===== src/rtl/rhp_pkg.sv =====
package rhp_pkg;
   localparam int ADDR_W = 8;
   localparam int DATA_W = 32;
   // register byte offsets
   localparam logic [7:0] OFS_PORT = 8'h00;
   localparam logic [7:0] OFS_HUB = 8'h04;
   localparam logic [7:0] OFS_INT_STAT = 8'h08;
   localparam logic [7:0] OFS_INT_MASK = 8'h0c;
   // port register fields
   localparam int B_CONNECT = 0;
   localparam int B_SET_RESET = 4;
   localparam int B_SET_POWER = 8;
   localparam int B_CLR_POWER = 9;
   localparam int B_CONN_CHG = 16;
   localparam int B_RST_DONE = 20;
   // hub word global power commands
   localparam int B_GLB_CLR = 0;
   localparam int B_GLB_SET = 16;
   // interrupt status / mask layout
   localparam int IRQ_W = 3;
   localparam int I_CONN = 0;
   localparam int I_RST_DONE = 1;
   localparam int I_OVER_CUR = 2;
   localparam logic [IRQ_W-1:0] INT_MASK_RST = 3'h0;
   // axi responses
   localparam logic [1:0] RESP_OKAY = 2'h0;
   localparam logic [1:0] RESP_SLVERR = 2'h2;
   // port reset signalling time
   localparam int CLK_KHZ = 25000;
   localparam int RESET_TIME_MS = 10;
   localparam int RESET_CYCLES = RESET_TIME_MS * CLK_KHZ;

   typedef enum logic [1:0] {
      RST_IDLE = 2'b01,
      RST_DRIVE = 2'b10
   } rhp_rst_state_t;

   // live state of the port from the rest of the port logic
   typedef struct packed {
      logic connected;
      logic slow_device;
      logic over_current;
   } rhp_port_in_t;

   // hub descriptor power switching setup
   typedef struct packed {
      logic per_port_mode;
      logic port_mask;
   } rhp_pwr_cfg_t;
endpackage


===== src/rtl/rhp_port_ctl.sv =====
// Our own choices: the register addresses and the AXI4-Lite interface to the registers.
`timescale 1ns/1ns
// Function
// - unused bits 15:10 and 7:5 read zero, writes to them ignored
// - bit 9 reads one for low speed device, zero for full speed
// - speed bit is only meaningful while connect status is set
// - writing one to bit 9 clears port power status
// - over-current condition clears port power status
// - power set by bit 8 write or global set command at hub bit 16
// - power cleared by per-port clear or global clear at hub bit 0
// - global switching mode: only global commands change port power
// - per-port mode with mask set: only per-port commands act
// - per-port mode with mask clear: only global commands act
// - removing port power clears reset status and pulses power_off_clear for one cycle
// - writing one to bit 4 starts reset, signalling while status set
// - reset end clears reset status and sets bit 20 together
// - reset write while disconnected leaves reset, sets connect change
// - writing zero to bits 9, 8 or 4 changes nothing
// - reset-done flag set after 10 ms reset, cleared by writing one
// - connect change set on each connect event, cleared by writing one
module rhp_port_ctl
   import rhp_pkg::*;
#(
   parameter int RESET_CYC = RESET_CYCLES
) (
   input wire logic clk,
   input wire logic rst,
   input wire logic [ADDR_W-1:0] s_axi_awaddr,
   input wire logic s_axi_awvalid,
   output logic s_axi_awready,
   input wire logic [DATA_W-1:0] s_axi_wdata,
   input wire logic [DATA_W/8-1:0] s_axi_wstrb,
   input wire logic s_axi_wvalid,
   output logic s_axi_wready,
   output logic [1:0] s_axi_bresp,
   output logic s_axi_bvalid,
   input wire logic s_axi_bready,
   input wire logic [ADDR_W-1:0] s_axi_araddr,
   input wire logic s_axi_arvalid,
   output logic s_axi_arready,
   output logic [DATA_W-1:0] s_axi_rdata,
   output logic [1:0] s_axi_rresp,
   output logic s_axi_rvalid,
   input wire logic s_axi_rready,
   input wire rhp_pkg::rhp_port_in_t port_in,
   input wire rhp_pkg::rhp_pwr_cfg_t pwr_cfg,
   output logic port_power_on,
   output logic port_reset_active,
   output logic power_off_clear,
   output logic irq
);
   import rhp_pkg::*;

   localparam int CNT_W = $clog2(RESET_CYC + 1);
   localparam logic [CNT_W-1:0] CNT_LOAD = CNT_W'(RESET_CYC - 1);
   localparam logic [CNT_W-1:0] CNT_ZERO = '0;

   function automatic logic [DATA_W-1:0] lane_mask(
      input logic [DATA_W/8-1:0] strb
   );
      logic [DATA_W-1:0] m;
      m = '0;
      for (int i = 0; i < DATA_W/8; i++) begin
         m[i*8 +: 8] = {8{strb[i]}};
      end
      return m;
   endfunction

   // sticky flag: hardware set wins over a software clear
   function automatic logic sticky(
      input logic cur,
      input logic clr,
      input logic set
   );
      return (cur & ~clr) | set;
   endfunction

   function automatic logic known_addr(input logic [ADDR_W-1:0] a);
      return a == OFS_PORT || a == OFS_HUB ||
         a == OFS_INT_STAT || a == OFS_INT_MASK;
   endfunction

   // bus slave state
   logic aw_full_reg, aw_full_next;
   logic w_full_reg, w_full_next;
   logic [ADDR_W-1:0] waddr_reg, waddr_next;
   logic [DATA_W-1:0] wdata_reg, wdata_next;
   logic awready_reg, awready_next;
   logic wready_reg, wready_next;
   logic bvalid_reg, bvalid_next;
   logic [1:0] bresp_reg, bresp_next;
   logic arready_reg, arready_next;
   logic rvalid_reg, rvalid_next;
   logic [DATA_W-1:0] rdata_reg, rdata_next;
   logic [1:0] rresp_reg, rresp_next;

   // port state
   logic power_reg, power_next;
   rhp_rst_state_t rst_st_reg, rst_st_next;
   logic [CNT_W-1:0] cnt_reg, cnt_next;
   logic conn_chg_reg, conn_chg_next;
   logic rst_done_reg, rst_done_next;
   logic conn_prev_reg, conn_prev_next;
   logic pwr_clr_reg, pwr_clr_next;
   logic [IRQ_W-1:0] int_stat_reg, int_stat_next;
   logic [IRQ_W-1:0] int_mask_reg, int_mask_next;
   logic irq_reg, irq_next;

   // decoded write strobes of the committing write
   logic wr_go;
   logic [DATA_W-1:0] wd;
   logic wr_port, wr_hub, wr_stat, wr_mask;
   logic per_port_en;
   logic pwr_set, pwr_clr;
   logic rst_req, rst_reject, rst_end;
   logic conn_evt, oc_drop;
   logic [IRQ_W-1:0] evt;

   always_comb begin
      // write commits once both halves are held and no answer pends
      wr_go = aw_full_reg & w_full_reg & ~bvalid_reg;
      wd = wdata_reg;
      wr_port = wr_go & (waddr_reg == OFS_PORT);
      wr_hub = wr_go & (waddr_reg == OFS_HUB);
      wr_stat = wr_go & (waddr_reg == OFS_INT_STAT);
      wr_mask = wr_go & (waddr_reg == OFS_INT_MASK);

      // mode and mask are taken live in the command cycle
      per_port_en = pwr_cfg.per_port_mode & pwr_cfg.port_mask;
      pwr_set = per_port_en ?
         (wr_port & wd[B_SET_POWER]) :
         (wr_hub & wd[B_GLB_SET]);
      pwr_clr = per_port_en ?
         (wr_port & wd[B_CLR_POWER]) :
         (wr_hub & wd[B_GLB_CLR]);

      // zero in a command bit simply yields no request
      rst_req = wr_port & wd[B_SET_RESET];
      rst_reject = rst_req & ~port_in.connected;
      rst_end = (rst_st_reg == RST_DRIVE) && (cnt_reg == CNT_ZERO);

      conn_evt = port_in.connected != conn_prev_reg;
      oc_drop = port_in.over_current & power_reg;

      // power: over-current and clear both beat set
      power_next = power_reg;
      if (port_in.over_current || pwr_clr) begin
         power_next = 1'b0;
      end else if (pwr_set) begin
         power_next = 1'b1;
      end
      // one-cycle notice so the rest of the port drops its state
      pwr_clr_next = power_reg & ~power_next;

      // reset sequencer
      rst_st_next = rst_st_reg;
      cnt_next = cnt_reg;
      case (rst_st_reg)
         RST_IDLE: begin
            if (rst_req && port_in.connected) begin
               rst_st_next = RST_DRIVE;
               cnt_next = CNT_LOAD;
            end
         end
         RST_DRIVE: begin
            if (rst_end) begin
               rst_st_next = RST_IDLE;
            end else begin
               cnt_next = cnt_reg - 1'b1;
            end
         end
         default: begin
            rst_st_next = RST_IDLE;
            cnt_next = CNT_ZERO;
         end
      endcase
      // power loss aborts a reset in progress without completing it
      if (!power_next) begin
         rst_st_next = RST_IDLE;
         cnt_next = CNT_ZERO;
      end

      // change flags, write one to clear, set wins
      conn_chg_next = sticky(conn_chg_reg,
         wr_port & wd[B_CONN_CHG],
         conn_evt | rst_reject);
      rst_done_next = sticky(rst_done_reg,
         wr_port & wd[B_RST_DONE],
         rst_end & power_next);
      conn_prev_next = port_in.connected;

      // interrupt status and mask
      evt = '0;
      evt[I_CONN] = conn_evt | rst_reject;
      evt[I_RST_DONE] = rst_end & power_next;
      evt[I_OVER_CUR] = oc_drop;
      int_stat_next = int_stat_reg;
      for (int i = 0; i < IRQ_W; i++) begin
         int_stat_next[i] = sticky(int_stat_reg[i],
            wr_stat & wd[i], evt[i]);
      end
      int_mask_next = wr_mask ? wd[IRQ_W-1:0] : int_mask_reg;
      irq_next = |(int_stat_next & int_mask_next);
   end

   always_comb begin
      // write address and data channels, either order
      aw_full_next = aw_full_reg;
      w_full_next = w_full_reg;
      waddr_next = waddr_reg;
      wdata_next = wdata_reg;
      bvalid_next = bvalid_reg;
      bresp_next = bresp_reg;
      if (s_axi_awvalid && awready_reg) begin
         aw_full_next = 1'b1;
         waddr_next = s_axi_awaddr;
      end
      if (s_axi_wvalid && wready_reg) begin
         w_full_next = 1'b1;
         // masked lanes become zero, so they issue no command
         wdata_next = s_axi_wdata & lane_mask(s_axi_wstrb);
      end
      if (wr_go) begin
         aw_full_next = 1'b0;
         w_full_next = 1'b0;
         bvalid_next = 1'b1;
         bresp_next = known_addr(waddr_reg) ? RESP_OKAY : RESP_SLVERR;
      end else if (bvalid_reg && s_axi_bready) begin
         bvalid_next = 1'b0;
      end
      awready_next = ~aw_full_next;
      wready_next = ~w_full_next;

      // read channel, one outstanding read
      arready_next = arready_reg;
      rvalid_next = rvalid_reg;
      rdata_next = rdata_reg;
      rresp_next = rresp_reg;
      if (s_axi_arvalid && arready_reg) begin
         arready_next = 1'b0;
         rvalid_next = 1'b1;
         rresp_next = RESP_OKAY;
         rdata_next = '0;
         case (s_axi_araddr)
            OFS_PORT: begin
               rdata_next[B_CONNECT] = port_in.connected;
               rdata_next[B_SET_RESET] = rst_st_reg == RST_DRIVE;
               rdata_next[B_SET_POWER] = power_reg;
               // raw speed; software checks bit 0 first
               rdata_next[B_CLR_POWER] = port_in.slow_device;
               rdata_next[B_CONN_CHG] = conn_chg_reg;
               rdata_next[B_RST_DONE] = rst_done_reg;
            end
            OFS_HUB: begin
               rdata_next = '0;
            end
            OFS_INT_STAT: begin
               rdata_next[IRQ_W-1:0] = int_stat_reg;
            end
            OFS_INT_MASK: begin
               rdata_next[IRQ_W-1:0] = int_mask_reg;
            end
            default: begin
               rresp_next = RESP_SLVERR;
            end
         endcase
      end else if (rvalid_reg && s_axi_rready) begin
         rvalid_next = 1'b0;
         arready_next = 1'b1;
      end
   end

   always_ff @(posedge clk) begin
      if (rst) begin
         aw_full_reg <= 1'b0;
         w_full_reg <= 1'b0;
         waddr_reg <= '0;
         wdata_reg <= '0;
         awready_reg <= 1'b0;
         wready_reg <= 1'b0;
         bvalid_reg <= 1'b0;
         bresp_reg <= RESP_OKAY;
         arready_reg <= 1'b0;
         rvalid_reg <= 1'b0;
         rdata_reg <= '0;
         rresp_reg <= RESP_OKAY;
      end else begin
         aw_full_reg <= aw_full_next;
         w_full_reg <= w_full_next;
         waddr_reg <= waddr_next;
         wdata_reg <= wdata_next;
         awready_reg <= awready_next;
         wready_reg <= wready_next;
         bvalid_reg <= bvalid_next;
         bresp_reg <= bresp_next;
         // ready rises one cycle after reset is released
         arready_reg <= arready_next | (~arready_reg & ~rvalid_reg);
         rvalid_reg <= rvalid_next;
         rdata_reg <= rdata_next;
         rresp_reg <= rresp_next;
      end
   end

   always_ff @(posedge clk) begin
      if (rst) begin
         power_reg <= 1'b0;
         rst_st_reg <= RST_IDLE;
         cnt_reg <= CNT_ZERO;
         conn_chg_reg <= 1'b0;
         rst_done_reg <= 1'b0;
         conn_prev_reg <= 1'b0;
         pwr_clr_reg <= 1'b0;
         int_stat_reg <= '0;
         int_mask_reg <= INT_MASK_RST;
         irq_reg <= 1'b0;
      end else begin
         power_reg <= power_next;
         rst_st_reg <= rst_st_next;
         cnt_reg <= cnt_next;
         conn_chg_reg <= conn_chg_next;
         rst_done_reg <= rst_done_next;
         conn_prev_reg <= conn_prev_next;
         pwr_clr_reg <= pwr_clr_next;
         int_stat_reg <= int_stat_next;
         int_mask_reg <= int_mask_next;
         irq_reg <= irq_next;
      end
   end

   assign s_axi_awready = awready_reg;
   assign s_axi_wready = wready_reg;
   assign s_axi_bvalid = bvalid_reg;
   assign s_axi_bresp = bresp_reg;
   assign s_axi_arready = arready_reg;
   assign s_axi_rvalid = rvalid_reg;
   assign s_axi_rdata = rdata_reg;
   assign s_axi_rresp = rresp_reg;
   assign port_power_on = power_reg;
   // reset signalling is driven for exactly the state's lifetime
   assign port_reset_active = rst_st_reg[1];
   assign power_off_clear = pwr_clr_reg;
   assign irq = irq_reg;
endmodule


===== config.mk =====
export PLATFORM = sky130hd
export DESIGN_NAME = rhp_port_ctl
export DESIGN_NICKNAME = d
export VERILOG_FILES = /design/src/rtl/rhp_pkg.sv /design/src/rtl/rhp_port_ctl.sv
export SDC_FILE = /design/constraint.sdc
export NUM_CORES = 1
export LEC_CHECK = 0
export ABC_AREA = 1
export BUFFER_PORTS_ARGS = -buffer_cell sky130_fd_sc_hd__buf_4
export CORE_ASPECT_RATIO = 1.75
export CORE_MARGIN = 8
export CORE_UTILIZATION = 40
export CTS_BUF_LIST = sky130_fd_sc_hd__clkbuf_4 sky130_fd_sc_hd__clkbuf_8 sky130_fd_sc_hd__clkbuf_16
export DETAILED_ROUTE_END_ITERATION = 10
export PLACE_DENSITY = 0.67
export SLEW_MARGIN = 40
export SYNTH_ARGS = -nofsm -noshare
export SYNTH_HDL_FRONTEND = slang
export SYNTH_SLANG_ARGS = --single-unit

===== constraint.sdc =====
create_clock -name clk -period 1.6 [get_ports clk]
set_input_delay 0.32 -clock clk [delete_from_list [all_inputs] [get_ports clk]]
set_output_delay 0.32 -clock clk [all_outputs]
set_load 0.005 [all_outputs]

== Word-level counts from Yosys, hierarchy flattened ==
Cells that the tools add are included.

* Flip-flop bits (word level): 80
* Latch bits: 0
* Memory bits (writable): 0
* Bits in read-only memories: 0
* Input port bits: 64
* Output and inout bits: 45
* Logic and storage cells: 133
* Memories kept: 0

* Add/subtract/negate cells: 1
* Multipliers: 0
* Divide/modulo/power cells: 0
* Magnitude comparators: 0
* Equal/unequal tests: 12
* Shift-type cells: 0
* Muxes and demuxes: 29
* Bitwise operators: 48
* Reduce and logical (&&, ||, !) cells: 21

{| class="wikitable"
|+ Operator list
! operator !! count
|-
| two-way mux 18 bit || 2
|-
| one-hot mux 18 bit (2 select lines) || 1
|-
| equality test 8 x 4 -> 1 bit, second input constant || 4
|-
| bitwise AND 1 bit || 27
|-
| bitwise AND 21 bit || 1
|-
| zero test 18 bit || 1
|-
| subtractor 18 x 1 -> 18 bit, second input constant || 1
|-
| two-way mux 1 bit || 17
|-
| equality test 8 x 3 -> 1 bit, second input constant || 2
|-
| zero test 8 bit || 2
|-
| NOT 1 bit || 12
|-
| two-way mux 2 bit || 5
|-
| one-hot mux 2 bit (2 select lines) || 2
|-
| logical AND 1 bit || 7
|-
| OR 1 bit || 7
|-
| != test 2 bit, second input constant || 3
|-
| logical OR 1 bit || 4
|-
| AND reduction 2 bit || 2
|-
| nonzero test 2 bit || 2
|-
| OR reduction 4 bit || 1
|-
| bitwise AND 3 bit || 1
|-
| two-way mux 3 bit || 1
|-
| one-hot mux 1 bit (3 select lines) || 1
|-
| OR reduction 3 bit || 1
|-
| other kinds (4) || 4
|}

== Depth between registers and ports, before layout ==
Gate-level depths: netlist of the first run.

* Depth in word-level cells: 11
* Depth in mapped cells: 11
* Mapped depth without buffers: 11

== Worst setup path after synthesis of the first run ==
OpenSTA, ideal clock, no wires.

* Kind: flip-flop to flip-flop
* Start point: register cnt_reg[0]
* End point: register cnt_reg[4]
* Setup time: 0.115 ns
* Arrival: 1.399 ns
* Required time: 1.485 ns
* Slack: 0.086 ns
* Cell stages (with the launch flop): 11
* Path buffers: 1
* Period minus slack after synthesis: 1.514 ns
* Cell sequence: dfxtp_1 inv_1 ha_1 nand2_4 nor2_8 nand4_4 nand2_4 buf_6 o21bai_2 nand2_1 nor2_1

* Longest elaborated chain between the ends: 4
* Elaborated cells on any way between the ends: 7
* Those cells by class: add/sub (1); eq/ne (1); mux (2); reduce/logical (3)

{| class="wikitable"
|+ RTL lines
! item !! RTL line !! text
|-
| start, declared || rhp_port_ctl.sv:100 || <nowiki>logic [CNT_W-1:0] cnt_reg, cnt_next;</nowiki>
|-
| start signal, assigned || rhp_port_ctl.sv:319 || <nowiki>cnt_reg <= cnt_next;</nowiki>
|-
| parallel branches: the longest is 4 deep, another holds subtractor 18 x 1 -> 18 bit || - ||
|}

Several ways; the timed one is not identified. The select of a mux whose other input is x is not followed.
A chain may end at the register's enable or synchronous reset.

== Worst setup path in the final report of the first run ==
* Start point: register cnt_reg[1]
* End point: register rst_st_reg[1]

* Longest elaborated chain between the ends: 4

{| class="wikitable"
|+ RTL lines
! item !! RTL line !! text
|-
| zero test 18 bit || rhp_port_ctl.sv:140 || <nowiki>rst_end = (rst_st_reg == RST_DRIVE) && (cnt_reg == CNT_ZERO);</nowiki>
|-
| logical AND 1 bit || rhp_port_ctl.sv:140 ||
|-
| != test 2 bit (no line) || - ||
|-
| AND reduction 2 bit (no line) || - ||
|-
| end signal, assigned || rhp_port_ctl.sv:318 || <nowiki>rst_st_reg <= rst_st_next;</nowiki>
|-
| end, declared || rhp_port_ctl.sv:99 || <nowiki>rhp_rst_state_t rst_st_reg, rst_st_next;</nowiki>
|}

Every way passes these cells.

==> results of run 1 <==
cells in the mapped netlist (all sizes together) (3+ instances only):
cell | count | area [sq um]
nand4 | 7 | 73.8
inv | 54 | 203
xnor2 | 3 | 26.3
o21bai | 4 | 41.3
nand2 | 112 | 448
clkbuf | 10 | 37.5
a21oi | 41 | 231
o21ai | 25 | 125
buf | 29 | 229
nor3 | 4 | 20.0
nand3 | 49 | 268
ha | 3 | 37.5
a211oi | 3 | 22.5
dfxtp | 65 | 1300
o22ai | 5 | 31.3
nor2 | 81 | 384
worst min-delay path by stage:
stage                                from      endpoint  slack [ps]  depth (start not counted)
after floorplan                    wd[20]        wd[20]         430                          2
after global placement             wd[20]        wd[20]         450                          2
after detailed placement           wd[20]        wd[20]         460                          2
after CTS                 s_axi_awaddr[4]  waddr_reg[4]         240                          3
after global routing      s_axi_awaddr[4]  waddr_reg[4]         270                          3
final                     s_axi_awaddr[4]  waddr_reg[4]         240                          3
layout make-up:
type,count,area [sq um],area share
Clock buffer,12,254,0.0553
Clock inverter,3,65.1,0.0142
Inverter,55,206,0.0449
Multi-Input combinational cell,367,1900,0.414
Sequential cell,65,1300,0.284
Tap cell,117,146,0.0319
Timing Repair Buffer,92,716,0.156
cell families after synthesis:
logic type / Yosys count / synth area share
AND/OR/NAND/NOR: 255 / 0.343
buffers and inverters: 94 / 0.135
AO/OA/AOI/OAI: 80 / 0.133
flip-flops: 65 / 0.370
XOR/XNOR: 3 / 0.00747
adder cells (fa/ha/maj): 3 / 0.0107
other: 1 / 0.00107
worst min-delay path, delay by kind of cell:
family	cells	cell delay, ps
simple gates	1	70
buf+inv	1	70
compound gates	1	70
power groups by stage:
stage	logic, mW	registers [mW]	clock network [mW]
after floorplan	0.229	1.73	0
after global placement	0.326	1.73	0
after detailed placement	0.332	1.73	0
after CTS	0.333	1.70	2.14
after global routing	0.375	1.71	2.21
final	0.335	1.70	2.09
layout by cell type, fill, tap and decap left out, types with 2 or more instances in the layout:
cell type and n:
inv_2 5, clkbuf_4 2, clkbuf_16 9, xnor2_1 3, ha_1 2, nor3_1 4, nor2_4 6, inv_1 49
a211oi_1 3, a21oi_2 9, o22ai_1 5, bufinv_16 2, nor2_2 8, nand2_1 105, a21oi_1 32, nand3_1 45
buf_12 2, o31ai_1 2, nand2_4 2, o21bai_2 3, nand4_1 5, nand3_4 2, dfxtp_1 64, nor2_8 2
nand2_2 4, o21ai_0 23, nor2_1 65, nand4_4 2, buf_4 90, conb_1 26, nand3_2 2
through the flow:
stage                     TNS, ps  area, sq um  utilization  power, mW  cells
after floorplan                 0         3610            -       1.96    526
final                           0         4590        0.533       4.13    711
after global placement          0         4190        0.486       2.06    694
after detailed placement    -24.1         4190        0.486       2.07    694
after CTS                       0         4520        0.524       4.18    709
after global routing         -246         4590        0.533       4.29    711
timing repair:
action,CTS,global route
cloned,0,0
setup buffers,0,2
pin swaps,0,2
resized for setup,1,17
setup endpoints to repair,3,19
hold endpoints to repair,0,0
layer usage:
metal  vias up  share of wire  global-route usage
met3        28          0.046              0.0434
met5         -              0                   0
met1      1555           0.34               0.135
met4         0          0.030              0.0868
li1       1734              -                   -
met2        70           0.59               0.303
==> flow_summary.json, run 1 <==
{
  "r2r_start": "cnt_reg[1]",
  "clock_latency_ps": 330,
  "crit_path_max_incr_delay_ps": 320,
  "synth_edf_count": 0,
  "crit_end": "rst_st_reg[1]",
  "synth_flop_cell": "dfxtp_1",
  "drc": 0,
  "viasPerCell": 4.76,
  "diodes": 0,
  "critPathKind": "reg2reg",
  "clockPowerShare": 0.507,
  "port_buffers": 57,
  "grt_max_degree": 21,
  "drt_iter0_drc": 145,
  "drtAntennaViolNets": 0,
  "start_kind": "flop",
  "powerDensity_nw_per_um2": 899,
  "path_depth": 10,
  "cts_inserted_buffers": 9,
  "routabilityCongestion": 0.873,
  "crit_path_frequent_cell": "nand2_1",
  "critPathCaptureType": "flop",
  "drive_gt1_frac": 0.263,
  "dieArea_sq_um": 12200,
  "layout-area-overhead-vs-synth_pct": 30.6,
  "status": "complete, no violations",
  "largest_reg_flops": 18,
  "initial_core_util": 0.408,
  "critPathBufInv": 2,
  "vias": 3387,
  "finish.net_count": 657,
  "cts_max_level": 3,
  "slew_viol_final": 0,
  "die_w_um": 86.9,
  "crit_family": "simple AND/OR/NAND/NOR gates",
  "ys_seq_area_frac": 0.370,
  "reg2reg_to": "rst_st_reg[1]",
  "cts_tree": "built",
  "peakVddDrop_mv": 0.489,
  "synth.avg_cell_area_sq_um": 7.02,
  "fin_crit_ps": 1540,
  "num_io_pins": 109,
  "hold_buffers": 0,
  "final_hold_viol_count": 0,
  "dp_hpwl_um": 7450,
  "hp-class": "in2reg",
  "fin_ws_ps": 57.3,
  "rows": 45,
  "cts_root_buf": "clkbuf_16",
  "whs_ps": 243,
  "reg2reg_slack_ps": 60,
  "switchingPower_uw": 881,
  "grt_pass1_wl_um": 15000,
  "grt.total_usage": 0.156,
  "cp.required_ps": 1810,
  "core_area_sq_um": 8610,
  "max_cap_violations": 0,
  "crit_path_cell_trace": "inv_1, ha_4, nand2_4, nor2_8, buf_4, nand3_1, nand2_1, nand2_1, nor2_2, nor3_1",
  "synth_area_sq_um": 3520,
  "clkSlewWorstSetupHoldPaths_ps": 50,
  "cts.sinks": 65,
  "rsz0062_at_grt": "yes",
  "r2r_cells": 10,
  "grt_pass1_vias": 3361,
  "async_flop_share": 0,
  "cp.arrival_ps": 1760,
  "power_frac_seq": 0.412,
  "die_h_um": 140,
  "crit_slowest_cell": "dfxtp_1",
  "clock.fmax_mhz": 648,
  "timing.final.crit_share": 0.964,
  "critPathLaunch": "cnt_reg[1]",
  "synth_cell_types": 34,
  "grt_overflow": 0,
  "final-setup-viol-count": 0,
  "path_max_fanout": 5,
  "yosysWarnings": 0,
  "synth_seq_cells": 65,
  "p_int_mw": 3.25,
  "p_leak_nw": 2.13,
  "synth_cells": 501,
  "pre_cts_ws_ps": -18.3,
  "combPwrFrac": 0.081,
  "post_drt_wl_per_cell_um": 13.3,
  "clockBufferDepth": 2,
  "switching_share": 0.213,
  "firstDrtPassIters": 4,
  "drt-total-wl_um": 9480,
  "fill_cells": 852,
  "antenna_found_initial": 0,
  "finClkSkew_ps": 6.72
}
(Power assumes the default switching activity.)
==> inputs of run 2 (changes only) <==
--- a/config.mk
+++ b/config.mk
@@ -13,6 +13,7 @@
 export CTS_BUF_LIST = sky130_fd_sc_hd__clkbuf_4 sky130_fd_sc_hd__clkbuf_8 sky130_fd_sc_hd__clkbuf_16
 export DETAILED_ROUTE_END_ITERATION = 10
 export PLACE_DENSITY = 0.67
+export RECOVER_POWER = 25
 export SLEW_MARGIN = 40
 export SYNTH_ARGS = -nofsm -noshare
 export SYNTH_HDL_FRONTEND = slang
==> flow_summary.json, run 2 (synthesis gave the netlist of run 1 again) <==
{
  "status": "complete, no violations",
  "core_area_sq_um": 8610,
  "drt-total-wl_um": 9460,
  "crit_family": "simple AND/OR/NAND/NOR gates",
  "clock_latency_ps": 330,
  "place_area_sq_um": 4190,
  "path_max_fanout": 5,
  "viasPerCell": 4.77,
  "die_w_um": 86.9,
  "grt_overflow": 0,
  "dp_hpwl_um": 7450,
  "die_h_um": 140,
  "drive_gt1_frac": 0.256,
  "finClkSkew_ps": 6.43,
  "grt_pass1_vias": 3361,
  "grt_max_degree": 21,
  "routabilityCongestion": 0.873,
  "drc": 0,
  "cp.arrival_ps": 1760,
  "fin_crit_ps": 1540,
  "port_buffers": 57,
  "cts_root_buf": "clkbuf_16",
  "critPathKind": "reg2reg",
  "hold_buffers": 0,
  "grt.total_usage": 0.156,
  "mostFrequentLayoutCell": "nand2_1",
  "final_cell_mix": "nand2_1, buf_4, nor2_1",
  "critPathCaptureType": "flop",
  "post_drt_wl_per_cell_um": 13.3,
  "layout-area-overhead-vs-synth_pct": 30.2,
  "hp-class": "in2reg",
  "drt_iter0_drc": 147,
  "whs_ps": 246,
  "vias": 3394,
  "drtAntennaViolNets": 0,
  "cts_inserted_buffers": 9,
  "num_io_pins": 109,
  "clockBufferDepth": 2,
  "initial_core_util": 0.408,
  "crit_path_max_incr_delay_ps": 320,
  "cts.sinks": 65,
  "crit_slowest_cell": "dfxtp_1",
  "fill_cells": 855,
  "start_kind": "flop",
  "powerDensity_nw_per_um2": 900,
  "busiest_layer": "met2",
  "firstDrtPassIters": 5,
  "max_cap_violations": 0,
  "design_area_sq_um": 4580,
  "timing.final.crit_share": 0.964,
  "peakVddDrop_mv": 0.489,
  "rows": 45,
  "slew_viol_final": 0,
  "final-setup-viol-count": 0,
  "clock.fmax_mhz": 649,
  "met2_usage": 0.303,
  "finish.net_count": 657,
  "cp.required_ps": 1810,
  "cts_max_level": 3,
  "final_hold_viol_count": 0,
  "p_leak_nw": 2.12,
  "met3_usage": 0.0434,
  "dieArea_sq_um": 12200,
  "crit_path_frequent_cell": "nand2_1",
  "critPathBufInv": 2,
  "crit_path_cell_trace": "inv_1, ha_4, nand2_4, nor2_8, buf_4, nand3_1, nand2_1, nand2_1, nor2_2, nor3_1",
  "largest_reg_flops": 18,
  "utilization": 0.531,
  "clkSlewWorstSetupHoldPaths_ps": 50,
  "cts_tree": "built",
  "rsz0062_at_grt": "yes",
  "use_met1": 0.135,
  "antenna_found_initial": 0,
  "grt_pass1_wl_um": 15000,
  "diodes": 0
}
run 2: power by group:
group	leakage, nW	switching (mW)	total (mW)	internal (mW)
sequential	0.529	0.0323	1.70	1.67
clock	0.159	0.661	2.09	1.43
combinational	1.43	0.184	0.329	0.145
total	2.12	0.878	4.12	3.24
run 2: path summary, 6_finish.rpt:
check	slack (ps)	from	cells after the start	end
min	250	s_axi_awaddr[4]	3	waddr_reg[4]
max reg2reg	60	cnt_reg[1]	10	rst_st_reg[1]
min reg2reg	470	waddr_reg[6]	2	waddr_reg[6]
max	60	cnt_reg[1]	10	rst_st_reg[1]
run 2: per-stage QoR:
| step | setup TNS (ps) | total power, mW | std cells | worst slack (ps) |
|---|---|---|---|---|
| 6_report | 0 | 4.12 | 711 | 58.1 |
| 5_1_grt | -246 | 4.28 | 711 | -53.1 |
| 4_1_cts | 0 | 4.18 | 709 | 12.0 |
| 3_5_place_dp | -24.1 | 2.07 | 694 | -18.3 |
| 3_3_place_gp | 0 | 2.06 | 694 | 28.6 |
| 2_1_floorplan | 0 | 1.96 | 526 | 86.2 |
run 2: timing repair:
action,4_1_cts,5_1_grt
endpoints found under the setup margin,3,19
resized for setup,1,17
pin swaps,0,2
buffers inserted,0,2
run 2: worst min-delay path: stages:
cell	delay, ps
buf_4	70
o21ai_0	70
nor2_1	80
run 2: metal layers:
metal | up-vias | wire, um
met4 | 0 | 249
met2 | 79 | 5590
li1 | 1734 | -
met1 | 1555 | 3140
met5 | - | 0
met3 | 26 | 474
run 2: area by class of cell:
cell class              count  area, sq um  area share
clock inverters             3         65.1      0.0142
well taps                 117          146      0.0320
multi-input cells         367         1900       0.416
flip-flops and latches     65         1300       0.285
repair buffers             92          701       0.153
clock buffers              12          254      0.0555
inverters                  55          206      0.0451
